### src/trc_defs.vh
// Shared constants for the transmit rate divider and receiver offset calibration block.
// Assumes the includer sits on the single controller clock with a synchronous reset.
`ifndef TRC_DEFS_VH
`define TRC_DEFS_VH
// Divider select and readback codes.
`define TRC_CODE_DIV1 2'h0
`define TRC_CODE_DIV2 2'h1
`define TRC_CODE_DIV4 2'h2
`define TRC_CODE_BAD 2'h3
// Raw divide ratios carried on the lane bus.
`define TRC_RATIO_DIV1 8'h01
`define TRC_RATIO_DIV2 8'h02
`define TRC_RATIO_DIV4 8'h04
// Lane bus operations.
`define TRC_OP_W 3
`define TRC_DATA_W 8
`define TRC_OP_TXDIV_WR 3'h0
`define TRC_OP_TXDIV_RD 3'h1
`define TRC_OP_RX_ISOLATE 3'h2
`define TRC_OP_CDR_DIV_RD 3'h3
`define TRC_OP_CDR_DIV_WR 3'h4
`define TRC_OP_CAL_BUF 3'h5
`define TRC_OP_CAL_CDR 3'h6
`define TRC_OP_RX_CONNECT 3'h7
// Fixed recovery divider set used while calibrating.
`define TRC_CAL_CDR_DIV 8'h11
// Bit of a calibration answer that reports a pass.
`define TRC_CAL_PASS_BIT 0
`endif

### src/trc_lane_cmd.v
// One outstanding command on the controller-to-lane bus, answered by the lane-to-controller bus.
// Assumes the addressed lane answers every command with one response strobe.
`timescale 1ns/100ps
`default_nettype none
`include "trc_defs.vh"
module trc_lane_cmd #(
   parameter LANE_AW = 2
) (
   // Clock and reset
   input wire core_clk,
   input wire srst,
   // Request from the sequencer
   input wire start,
   input wire [LANE_AW-1:0] lane,
   input wire [`TRC_OP_W-1:0] op,
   input wire [`TRC_DATA_W-1:0] wdata,
   output reg done,
   output reg [`TRC_DATA_W-1:0] rdData,
   // Lane buses
   output reg cmdValid,
   output reg [LANE_AW-1:0] cmdLane,
   output reg [`TRC_OP_W-1:0] cmdOp,
   output reg [`TRC_DATA_W-1:0] cmdData,
   input wire rspValid,
   input wire [`TRC_DATA_W-1:0] rspData
);
   always @(posedge core_clk)
   begin
      if (srst)
      begin
         cmdValid <= 1'b0;
         cmdLane <= {LANE_AW{1'b0}};
         cmdOp <= 3'h0;
         cmdData <= 8'h00;
         done <= 1'b0;
         rdData <= 8'h00;
      end
      else
      begin
         done <= 1'b0;
         if (start && !cmdValid)
         begin
            cmdValid <= 1'b1;
            cmdLane <= lane;
            cmdOp <= op;
            cmdData <= wdata;
         end
         else if (cmdValid && rspValid)
         begin
            cmdValid <= 1'b0;
            done <= 1'b1;
            rdData <= rspData;
         end
      end
   end
endmodule
`default_nettype wire

### src/trc_lane_walker.v
// Walks the lane indices in order, stopping only on lanes that own a receiver.
// Assumes one advance request per offered lane.
`timescale 1ns/100ps
`default_nettype none
module trc_lane_walker #(
   parameter NUM_LANES = 4,
   parameter LANE_AW = 2,
   parameter [NUM_LANES-1:0] RX_LANE_MASK = {NUM_LANES{1'b1}}
) (
   // Clock and reset
   input wire core_clk,
   input wire srst,
   // Control
   input wire first,
   input wire next,
   output wire laneValid,
   output wire [LANE_AW-1:0] lane,
   output reg finished
);
   reg [LANE_AW-1:0] idx_q;
   reg run_q;
   wire [31:0] idxWide;
   wire isLast;
   wire hasRx;
   assign idxWide = {{(32-LANE_AW){1'b0}}, idx_q};
   assign isLast = (idxWide == NUM_LANES - 1);
   assign hasRx = RX_LANE_MASK[idx_q];
   assign laneValid = run_q && hasRx;
   assign lane = idx_q;
   always @(posedge core_clk)
   begin
      if (srst)
      begin
         idx_q <= {LANE_AW{1'b0}};
         run_q <= 1'b0;
         finished <= 1'b0;
      end
      else
      begin
         finished <= 1'b0;
         if (first)
         begin
            idx_q <= {LANE_AW{1'b0}};
            run_q <= 1'b1;
         end
         else if (run_q && (!hasRx || next))
         begin
            if (isLast)
            begin
               run_q <= 1'b0;
               finished <= 1'b1;
            end
            else
            begin
               idx_q <= idx_q + 1'b1;
            end
         end
      end
   end
endmodule
`default_nettype wire

### src/trc_tx_rate_rx_cal.v
// Top of the transmit rate divider control and power-up receiver offset calibration.
// Assumes user logic and lanes share core_clk, so no input is synchronised.
// Assumes srst is the power-on reset of the controller.
`timescale 1ns/100ps
`default_nettype none
`include "trc_defs.vh"
module trc_tx_rate_rx_cal #(
   parameter NUM_LANES = 4,
   parameter LANE_AW = 2,
   parameter [NUM_LANES-1:0] RX_LANE_MASK = {NUM_LANES{1'b1}}
) (
   // Clock and reset
   input wire core_clk,
   input wire srst,
   // User control
   input wire [LANE_AW-1:0] laneAddr,
   input wire [1:0] rateSel,
   input wire rateWrReq,
   input wire rateRdReq,
   output reg busy,
   output reg [1:0] rateOut,
   output reg rateOutValid,
   output reg rateSelErr,
   output reg calDone,
   // Controller-to-lane bus
   output wire toLaneValid,
   output wire [LANE_AW-1:0] toLaneAddr,
   output wire [`TRC_OP_W-1:0] toLaneOp,
   output wire [`TRC_DATA_W-1:0] toLaneData,
   // Lane-to-controller bus
   input wire fromLaneValid,
   input wire [`TRC_DATA_W-1:0] fromLaneData
);

   ////////////////////////////////////////////////////////////////////////////////////////////
   // States and functions.
   // Power-up calibration walk, one receiver lane at a time.
   localparam [3:0] S_POR = 4'h0;
   localparam [3:0] S_SEEK = 4'h1;
   localparam [3:0] S_SAVE = 4'h2;
   localparam [3:0] S_ISO = 4'h3;
   localparam [3:0] S_FORCE = 4'h4;
   localparam [3:0] S_BUF = 4'h5;
   localparam [3:0] S_CDR = 4'h6;
   localparam [3:0] S_RESTORE = 4'h7;
   localparam [3:0] S_RECON = 4'h8;

   // Idle and user divider access.
   localparam [3:0] S_IDLE = 4'h9;
   localparam [3:0] S_RATE_WR = 4'ha;
   localparam [3:0] S_RATE_RD = 4'hb;

   // Maps a select code to the ratio the lane divider takes.
   function [`TRC_DATA_W-1:0] codeToRatio;
      input [1:0] code;
      begin
         case (code)
            `TRC_CODE_DIV1: codeToRatio = `TRC_RATIO_DIV1;
            `TRC_CODE_DIV2: codeToRatio = `TRC_RATIO_DIV2;
            `TRC_CODE_DIV4: codeToRatio = `TRC_RATIO_DIV4;
            default: codeToRatio = `TRC_RATIO_DIV1;
         endcase
      end
   endfunction

   // Inverse mapping, so both directions share one encoding.
   function [1:0] ratioToCode;
      input [`TRC_DATA_W-1:0] ratio;
      begin
         case (ratio)
            `TRC_RATIO_DIV1: ratioToCode = `TRC_CODE_DIV1;
            `TRC_RATIO_DIV2: ratioToCode = `TRC_CODE_DIV2;
            `TRC_RATIO_DIV4: ratioToCode = `TRC_CODE_DIV4;
            default: ratioToCode = `TRC_CODE_BAD;
         endcase
      end
   endfunction

   // True for the states that step through one lane's calibration.
   function isCalStep;
      input [3:0] st;
      begin
         case (st)
            S_SAVE, S_ISO, S_FORCE, S_BUF, S_CDR, S_RESTORE, S_RECON: isCalStep = 1'b1;
            default: isCalStep = 1'b0;
         endcase
      end
   endfunction

   ////////////////////////////////////////////////////////////////////////////////////////////
   // Registers.
   reg [3:0] state_q;
   reg [3:0] state_d;
   reg pend_q;
   reg pend_d;
   reg [`TRC_DATA_W-1:0] cdrSave_q;
   reg [`TRC_DATA_W-1:0] cdrSave_d;
   reg [LANE_AW-1:0] laneCap_q;
   reg [LANE_AW-1:0] laneCap_d;
   reg [1:0] selCap_q;
   reg [1:0] selCap_d;
   reg [1:0] rateOut_d;
   reg rateOutValid_d;
   reg rateSelErr_d;
   reg calDone_d;

   // Handshakes with the command port and the lane walker.
   reg cmdStart;
   reg [`TRC_OP_W-1:0] cmdOp;
   reg [`TRC_DATA_W-1:0] cmdData;
   reg walkFirst;
   reg walkNext;
   wire [LANE_AW-1:0] cmdLane;
   wire cmdDone;
   wire [`TRC_DATA_W-1:0] cmdRdData;
   wire walkLaneValid;
   wire [LANE_AW-1:0] walkLane;
   wire walkFinished;
   wire calPass;

   ////////////////////////////////////////////////////////////////////////////////////////////
   // Lane walker and command port.
   trc_lane_walker #(
      .NUM_LANES(NUM_LANES),
      .LANE_AW(LANE_AW),
      .RX_LANE_MASK(RX_LANE_MASK)
   ) uWalker (
      .core_clk(core_clk),
      .srst(srst),
      .first(walkFirst),
      .next(walkNext),
      .laneValid(walkLaneValid),
      .lane(walkLane),
      .finished(walkFinished)
   );

   // The walker lane drives calibration traffic, so the user address cannot steer it.
   assign cmdLane = isCalStep(state_q) ? walkLane : laneCap_q;

   trc_lane_cmd #(
      .LANE_AW(LANE_AW)
   ) uCmd (
      .core_clk(core_clk),
      .srst(srst),
      .start(cmdStart),
      .lane(cmdLane),
      .op(cmdOp),
      .wdata(cmdData),
      .done(cmdDone),
      .rdData(cmdRdData),
      .cmdValid(toLaneValid),
      .cmdLane(toLaneAddr),
      .cmdOp(toLaneOp),
      .cmdData(toLaneData),
      .rspValid(fromLaneValid),
      .rspData(fromLaneData)
   );

   assign calPass = cmdRdData[`TRC_CAL_PASS_BIT];

   ////////////////////////////////////////////////////////////////////////////////////////////
   // Operation carried by each state.
   always @*
   begin
      cmdOp = `TRC_OP_TXDIV_RD;
      cmdData = 8'h00;
      case (state_q)
         S_SAVE: cmdOp = `TRC_OP_CDR_DIV_RD;
         S_ISO: cmdOp = `TRC_OP_RX_ISOLATE;
         S_FORCE:
         begin
            cmdOp = `TRC_OP_CDR_DIV_WR;
            cmdData = `TRC_CAL_CDR_DIV;
         end
         S_BUF: cmdOp = `TRC_OP_CAL_BUF;
         S_CDR: cmdOp = `TRC_OP_CAL_CDR;
         S_RESTORE:
         begin
            cmdOp = `TRC_OP_CDR_DIV_WR;
            cmdData = cdrSave_q;
         end
         S_RECON: cmdOp = `TRC_OP_RX_CONNECT;
         S_RATE_WR:
         begin
            // Only the transmit divider is named; no receive divider is written.
            cmdOp = `TRC_OP_TXDIV_WR;
            cmdData = codeToRatio(selCap_q);
         end
         S_RATE_RD: cmdOp = `TRC_OP_TXDIV_RD;
         default: cmdOp = `TRC_OP_TXDIV_RD;
      endcase
   end

   ////////////////////////////////////////////////////////////////////////////////////////////
   // Sequencer.
   // A lane that never passes keeps busy high; there is no give-up count.
   always @*
   begin
      state_d = state_q;
      pend_d = pend_q;
      cdrSave_d = cdrSave_q;
      laneCap_d = laneCap_q;
      selCap_d = selCap_q;
      rateOut_d = rateOut;
      rateOutValid_d = 1'b0;
      rateSelErr_d = 1'b0;
      calDone_d = calDone;
      cmdStart = 1'b0;
      walkFirst = 1'b0;
      walkNext = 1'b0;
      case (state_q)
         S_POR:
         begin
            // Starts on its own after reset; no request is awaited.
            walkFirst = 1'b1;
            state_d = S_SEEK;
         end
         S_SEEK:
         begin
            // The walker steps over a lane without a receiver on its own.
            if (walkLaneValid)
            begin
               state_d = S_SAVE;
            end
            else if (walkFinished)
            begin
               state_d = S_IDLE;
               calDone_d = 1'b1;
            end
         end
         S_SAVE, S_ISO, S_FORCE, S_BUF, S_CDR, S_RESTORE, S_RECON,
         S_RATE_WR, S_RATE_RD:
         begin
            if (!pend_q)
            begin
               cmdStart = 1'b1;
               pend_d = 1'b1;
            end
            else if (cmdDone)
            begin
               pend_d = 1'b0;
               case (state_q)
                  S_SAVE:
                  begin
                     cdrSave_d = cmdRdData;
                     state_d = S_ISO;
                  end
                  S_ISO: state_d = S_FORCE;
                  S_FORCE: state_d = S_BUF;
                  S_BUF:
                  begin
                     // A failed step is issued again, so busy never falls on a failure.
                     if (calPass)
                     begin
                        state_d = S_CDR;
                     end
                  end
                  S_CDR:
                  begin
                     if (calPass)
                     begin
                        state_d = S_RESTORE;
                     end
                  end
                  S_RESTORE: state_d = S_RECON;
                  S_RECON:
                  begin
                     walkNext = 1'b1;
                     state_d = S_SEEK;
                  end
                  S_RATE_WR: state_d = S_IDLE;
                  S_RATE_RD:
                  begin
                     rateOut_d = ratioToCode(cmdRdData);
                     rateOutValid_d = 1'b1;
                     state_d = S_IDLE;
                  end
                  default: state_d = S_IDLE;
               endcase
            end
         end
         S_IDLE:
         begin
            // Requests are taken only here, so anything raised while busy is dropped.
            if (rateWrReq)
            begin
               if (rateSel == `TRC_CODE_BAD)
               begin
                  rateSelErr_d = 1'b1;
               end
               else
               begin
                  laneCap_d = laneAddr;
                  selCap_d = rateSel;
                  state_d = S_RATE_WR;
               end
            end
            else if (rateRdReq)
            begin
               laneCap_d = laneAddr;
               state_d = S_RATE_RD;
            end
         end
         default: state_d = S_IDLE;
      endcase
   end

   ////////////////////////////////////////////////////////////////////////////////////////////
   // State registers.
   // Pulses last one cycle; levels hold until the sequencer moves them.
   always @(posedge core_clk)
   begin
      if (srst)
      begin
         state_q <= S_POR;
         pend_q <= 1'b0;
         cdrSave_q <= 8'h00;
         laneCap_q <= {LANE_AW{1'b0}};
         selCap_q <= `TRC_CODE_DIV1;
         busy <= 1'b0;
         rateOut <= `TRC_CODE_DIV1;
         rateOutValid <= 1'b0;
         rateSelErr <= 1'b0;
         calDone <= 1'b0;
      end
      else
      begin
         state_q <= state_d;
         pend_q <= pend_d;
         cdrSave_q <= cdrSave_d;
         laneCap_q <= laneCap_d;
         selCap_q <= selCap_d;
         // Busy follows the next state, so it rises one cycle after reset release.
         busy <= (state_d != S_IDLE);
         rateOut <= rateOut_d;
         rateOutValid <= rateOutValid_d;
         rateSelErr <= rateSelErr_d;
         // Only reset clears this, so calibration never repeats while powered.
         calDone <= calDone_d;
      end
   end

endmodule
`default_nettype wire

### config.mk
export PLATFORM = sky130hd
export DESIGN_NAME = trc_tx_rate_rx_cal
export DESIGN_NICKNAME = d
export VERILOG_FILES = /design/src/trc_lane_cmd.v /design/src/trc_lane_walker.v /design/src/trc_tx_rate_rx_cal.v
export VERILOG_INCLUDE_DIRS = /design/src
export SDC_FILE = /design/constraint.sdc
export NUM_CORES = 1
export LEC_CHECK = 0
export BUFFER_PORTS_ARGS = -buffer_cell sky130_fd_sc_hd__buf_2
export CAP_MARGIN = 15
export CORE_MARGIN = 2
export CORE_UTILIZATION = 32
export CTS_BUF_LIST = sky130_fd_sc_hd__clkbuf_16
export DETAILED_ROUTE_END_ITERATION = 7
export PLACE_DENSITY = 0.53
export SLEW_MARGIN = 20
export SYNTH_ARGS = -nofsm -noshare
export SYNTH_HDL_FRONTEND = slang
export SYNTH_SLANG_ARGS = --single-unit
### constraint.sdc
create_clock -name core_clk -period 3.15 [get_ports core_clk]
set_clock_uncertainty 0.15 [all_clocks]
set_input_delay 0.945 -clock core_clk [delete_from_list [all_inputs] [get_ports core_clk]]
set_output_delay 0.945 -clock core_clk [all_outputs]
set_load 0.1 [all_outputs]
==> flow_metrics.env <==
export IMPL_status="complete, no violations"
export IMPL_tightest_slew_ps=622.2
export IMPL_post_cts_resized=0
export IMPL_cap_violations=0
export IMPL_synth_seq_cells=50
export IMPL_dr_pass1_iters=4
export IMPL_async_flop_share=0
export IMPL_yosysTopAreaCellShare=0.4574
export IMPL_p_per_area_nw_per_um2=536.1
export IMPL_r2r_start="state_q[2]$_SDFF_PP0_"
export IMPL_clock_path_buffers=2
export IMPL_wl_um=5040
export IMPL_max_stage_delay_ps=620
export IMPL_viasPerCell=5.066
export IMPL_cp_required_ps=2050
export IMPL_synth_most_common_cell="dfxtp_1"
export IMPL_criticalPathCategory="reg -> out"
export IMPL_drc=0
export IMPL_synth_net_count=276
export IMPL_leakage_uw=0.001034
export IMPL_place_congestion=0.8317
export IMPL_die_h_um=86.70
export IMPL_synth_cells=256
export IMPL_relSlewSlack=0.5839
export IMPL_netlist_top_cells_count="dfxtp_1 (50), nand2_1 (32), nor2_1 (31)"
export IMPL_multi_input_area_um2=1090
export IMPL_drive_gt1_frac=0.1853
export IMPL_synth_area_per_cell_um2=8.548
export IMPL_r2r_end="uCmd.cmdOp[2]$_SDFFE_PP0P_"
export IMPL_ir_worst_vdd_uv=212.8
export IMPL_antenna_found_initial=0
export IMPL_mappedNetlistArea_um2=2188
export IMPL_drtIter0Drc=125
export IMPL_ys_top_cells_by_area="dfxtp_1 (46%), mux2i_1 (6.9%), a21oi_1 (5.7%), nand2_1 (5.5%), nor2_1 (5.3%)"
export IMPL_die_w_um=86.70
export IMPL_routedWlPerCell_um=13.77
export IMPL_clkTransAtPathRegs_ps=70
export IMPL_fill_cells=704
export IMPL_holdWs_ps=300.2
export IMPL_grt_pass1_wl_um=8424
export IMPL_htreeDepth=2
export IMPL_cp_top_family="flip-flops"
export IMPL_crit_path_cell_trace="buf_2"
export IMPL_finalCritPeriodShare=0.8030
export IMPL_core_area_um2=6719
export IMPL_period_needed_ps=2529
export IMPL_ys_seq_area_frac=0.4574
export IMPL_ys_types=42
export IMPL_hpwl_um=3589
export IMPL_tritoncts="yes"
export IMPL_worstHoldPathType="reg -> reg"
export IMPL_regArea_um2=1001
export IMPL_io_pins=37
export IMPL_fmax_mhz=395.4
export IMPL_ys_warnings_count=0
export IMPL_slew_viol_final=0
export IMPL_cts_buffers=5
export IMPL_cts_sinks=50
export IMPL_grt_pass1_vias=1749
export IMPL_yosysTopAreaCell="dfxtp_1"
export IMPL_hold_buffers=0
export IMPL_path_buf_inv=1
export IMPL_grt_start_max_net_pins=32
export IMPL_dp_cells=358
export IMPL_cp_start_kind="flop"
export IMPL_cts_setup_buffers=0
export IMPL_finalHoldViolCount=0
export IMPL_synth_flop_cell="dfxtp_1"
export IMPL_synth_edff_count=0
export IMPL_grt_ovfl_total=0
export IMPL_cp_depth=1
export IMPL_cts_root_buf="clkbuf_16"
export IMPL_grtUsageTotal=0.1418
export IMPL_setup_violations=0
export IMPL_die_area_um2=7516
export IMPL_initial_core_util=0.3257
export IMPL_via_count=1854
export IMPL_port_buffers=36
export IMPL_cp_end_kind="primary output"
export IMPL_cp_arrival_ps=1430
export IMPL_reg2regPathDepth=4
export IMPL_crit_end="toLaneValid"
export IMPL_final_antenna_net_count=0
export IMPL_antenna_cells=0
export IMPL_setup_tns_ps=0
export IMPL_num_rows=30
export IMPL_rrSetupSlack_ps=950
export IMPL_layout_area_overhead_vs_synth_pct=16.52
export IMPL_rsz0062_at_grt="no"
export IMPL_worstSkewPairLatency_ps=290
export IMPL_fin_nets=305
export IMPL_cp_slowest_cell="dfxtp_1"
export IMPL_stdcell_count=366
export IMPL_cp_startpoint="uCmd.cmdValid$_SDFFE_PP0P_"
export IMPL_critPathMaxFanout=13
## power by group
part | switching [uW] | leakage (uW) | internal [uW]
clock network | 233 | 0.0000672 | 290
logic | 124 | 0.000562 | 46.4
registers | 24.1 | 0.000405 | 649
total | 382 | 0.00103 | 985
## registers in the layout, indices dropped and copies added (netlist names), 2 cells and up
signal	flops
cdrSave_q	8
laneCap_q	2
rateOut	2
selCap_q	2
state_q	4
uCmd.cmdData	8
uCmd.cmdLane	2
uCmd.cmdOp	3
uCmd.rdData	8
uWalker.lane	2
## cell families after synthesis
group           count (synthesis)  synth area share
xor+xnor                        4           0.01601
buf+inv                        22           0.04460
compound gates                 52            0.1624
flops                          50            0.4574
fa+ha+maj                       3           0.01715
mux                            16           0.07375
simple gates                  109            0.2287
## per-stage QoR
stage,area [um2],worst slack (ps),power (uW),utilization
final,2550,620.7,1367,0.3795
after global routing,2550,558.7,1423,0.3795
after CTS,2550,607.5,1384,0.3795
after detailed placement,2409,931.1,858.4,0.3585
after global placement,2409,944.5,856.7,0.3585
after floorplan,2188,1053,822.0,-
## worst register-to-register path, cell delays in order (launching register included)
cell	delay (ps)
dfxtp_1	680
nand2b_1	330
a211oi_4	640
nor2_1	80
a311oi_1	240
## cell type report
| type | count | area share |
|---|---|---|
| inverters | 6 | 0.008832 |
| clock inverters | 3 | 0.006379 |
| flip-flops and latches | 50 | 0.3925 |
| multi-input cells | 184 | 0.4274 |
| clock buffers | 5 | 0.04907 |
| well taps | 80 | 0.03925 |
| repair buffers | 38 | 0.07655 |
## how the worst min path moves through the flow
stage	start	to	slack, ps	cells past startpoint
after CTS	uCmd.cmdData[4]$_SDFFE_PP0P_	uCmd.cmdData[4]$_SDFFE_PP0P_	310	2
after global placement	calDone$_SDFFE_PP0P_	calDone$_SDFFE_PP0P_	290	2
after detailed placement	uCmd.cmdData[4]$_SDFFE_PP0P_	uCmd.cmdData[4]$_SDFFE_PP0P_	300	2
after global routing	uCmd.cmdData[2]$_SDFFE_PP0P_	uCmd.cmdData[2]$_SDFFE_PP0P_	320	2
after floorplan	uCmd.rdData[5]$_SDFFE_PP0P_	uCmd.rdData[5]$_SDFFE_PP0P_	290	2
final	uCmd.cmdData[4]$_SDFFE_PP0P_	uCmd.cmdData[4]$_SDFFE_PP0P_	300	2
## cell usage in the layout (no fill, tap or decap), drive strengths merged, types with 2 or more instances in the layout
cell type  Yosys  final
dfxtp         50     50
buf            8     38
nand2         32     32
nor2          32     32
a21oi         25     25
nand3         20     20
mux2i         15     15
a211oi         7      7
inv            6      6
nor3           6      6
nor2b          5      5
clkbuf         8      5
nand4          4      4
nand2b         3      3
xnor2          3      3
ha             3      3
o21ai          3      3
and2           2      2
a31oi          2      2
o221a          2      2
a211o          2      2
a32o           2      2
o22ai          2      2
a311oi         2      2
o21bai         2      2
clkinv         0      2
## metal layers
layer,part of all wire,up-vias,GRT usage
met5,0,-,0
met2,0.45,42,0.2175
met1,0.50,855,0.1958
met3,0.034,7,0.02952
li1,-,950,-
met4,0.015,0,0.05398
Power figures use the tool's default switching activity.
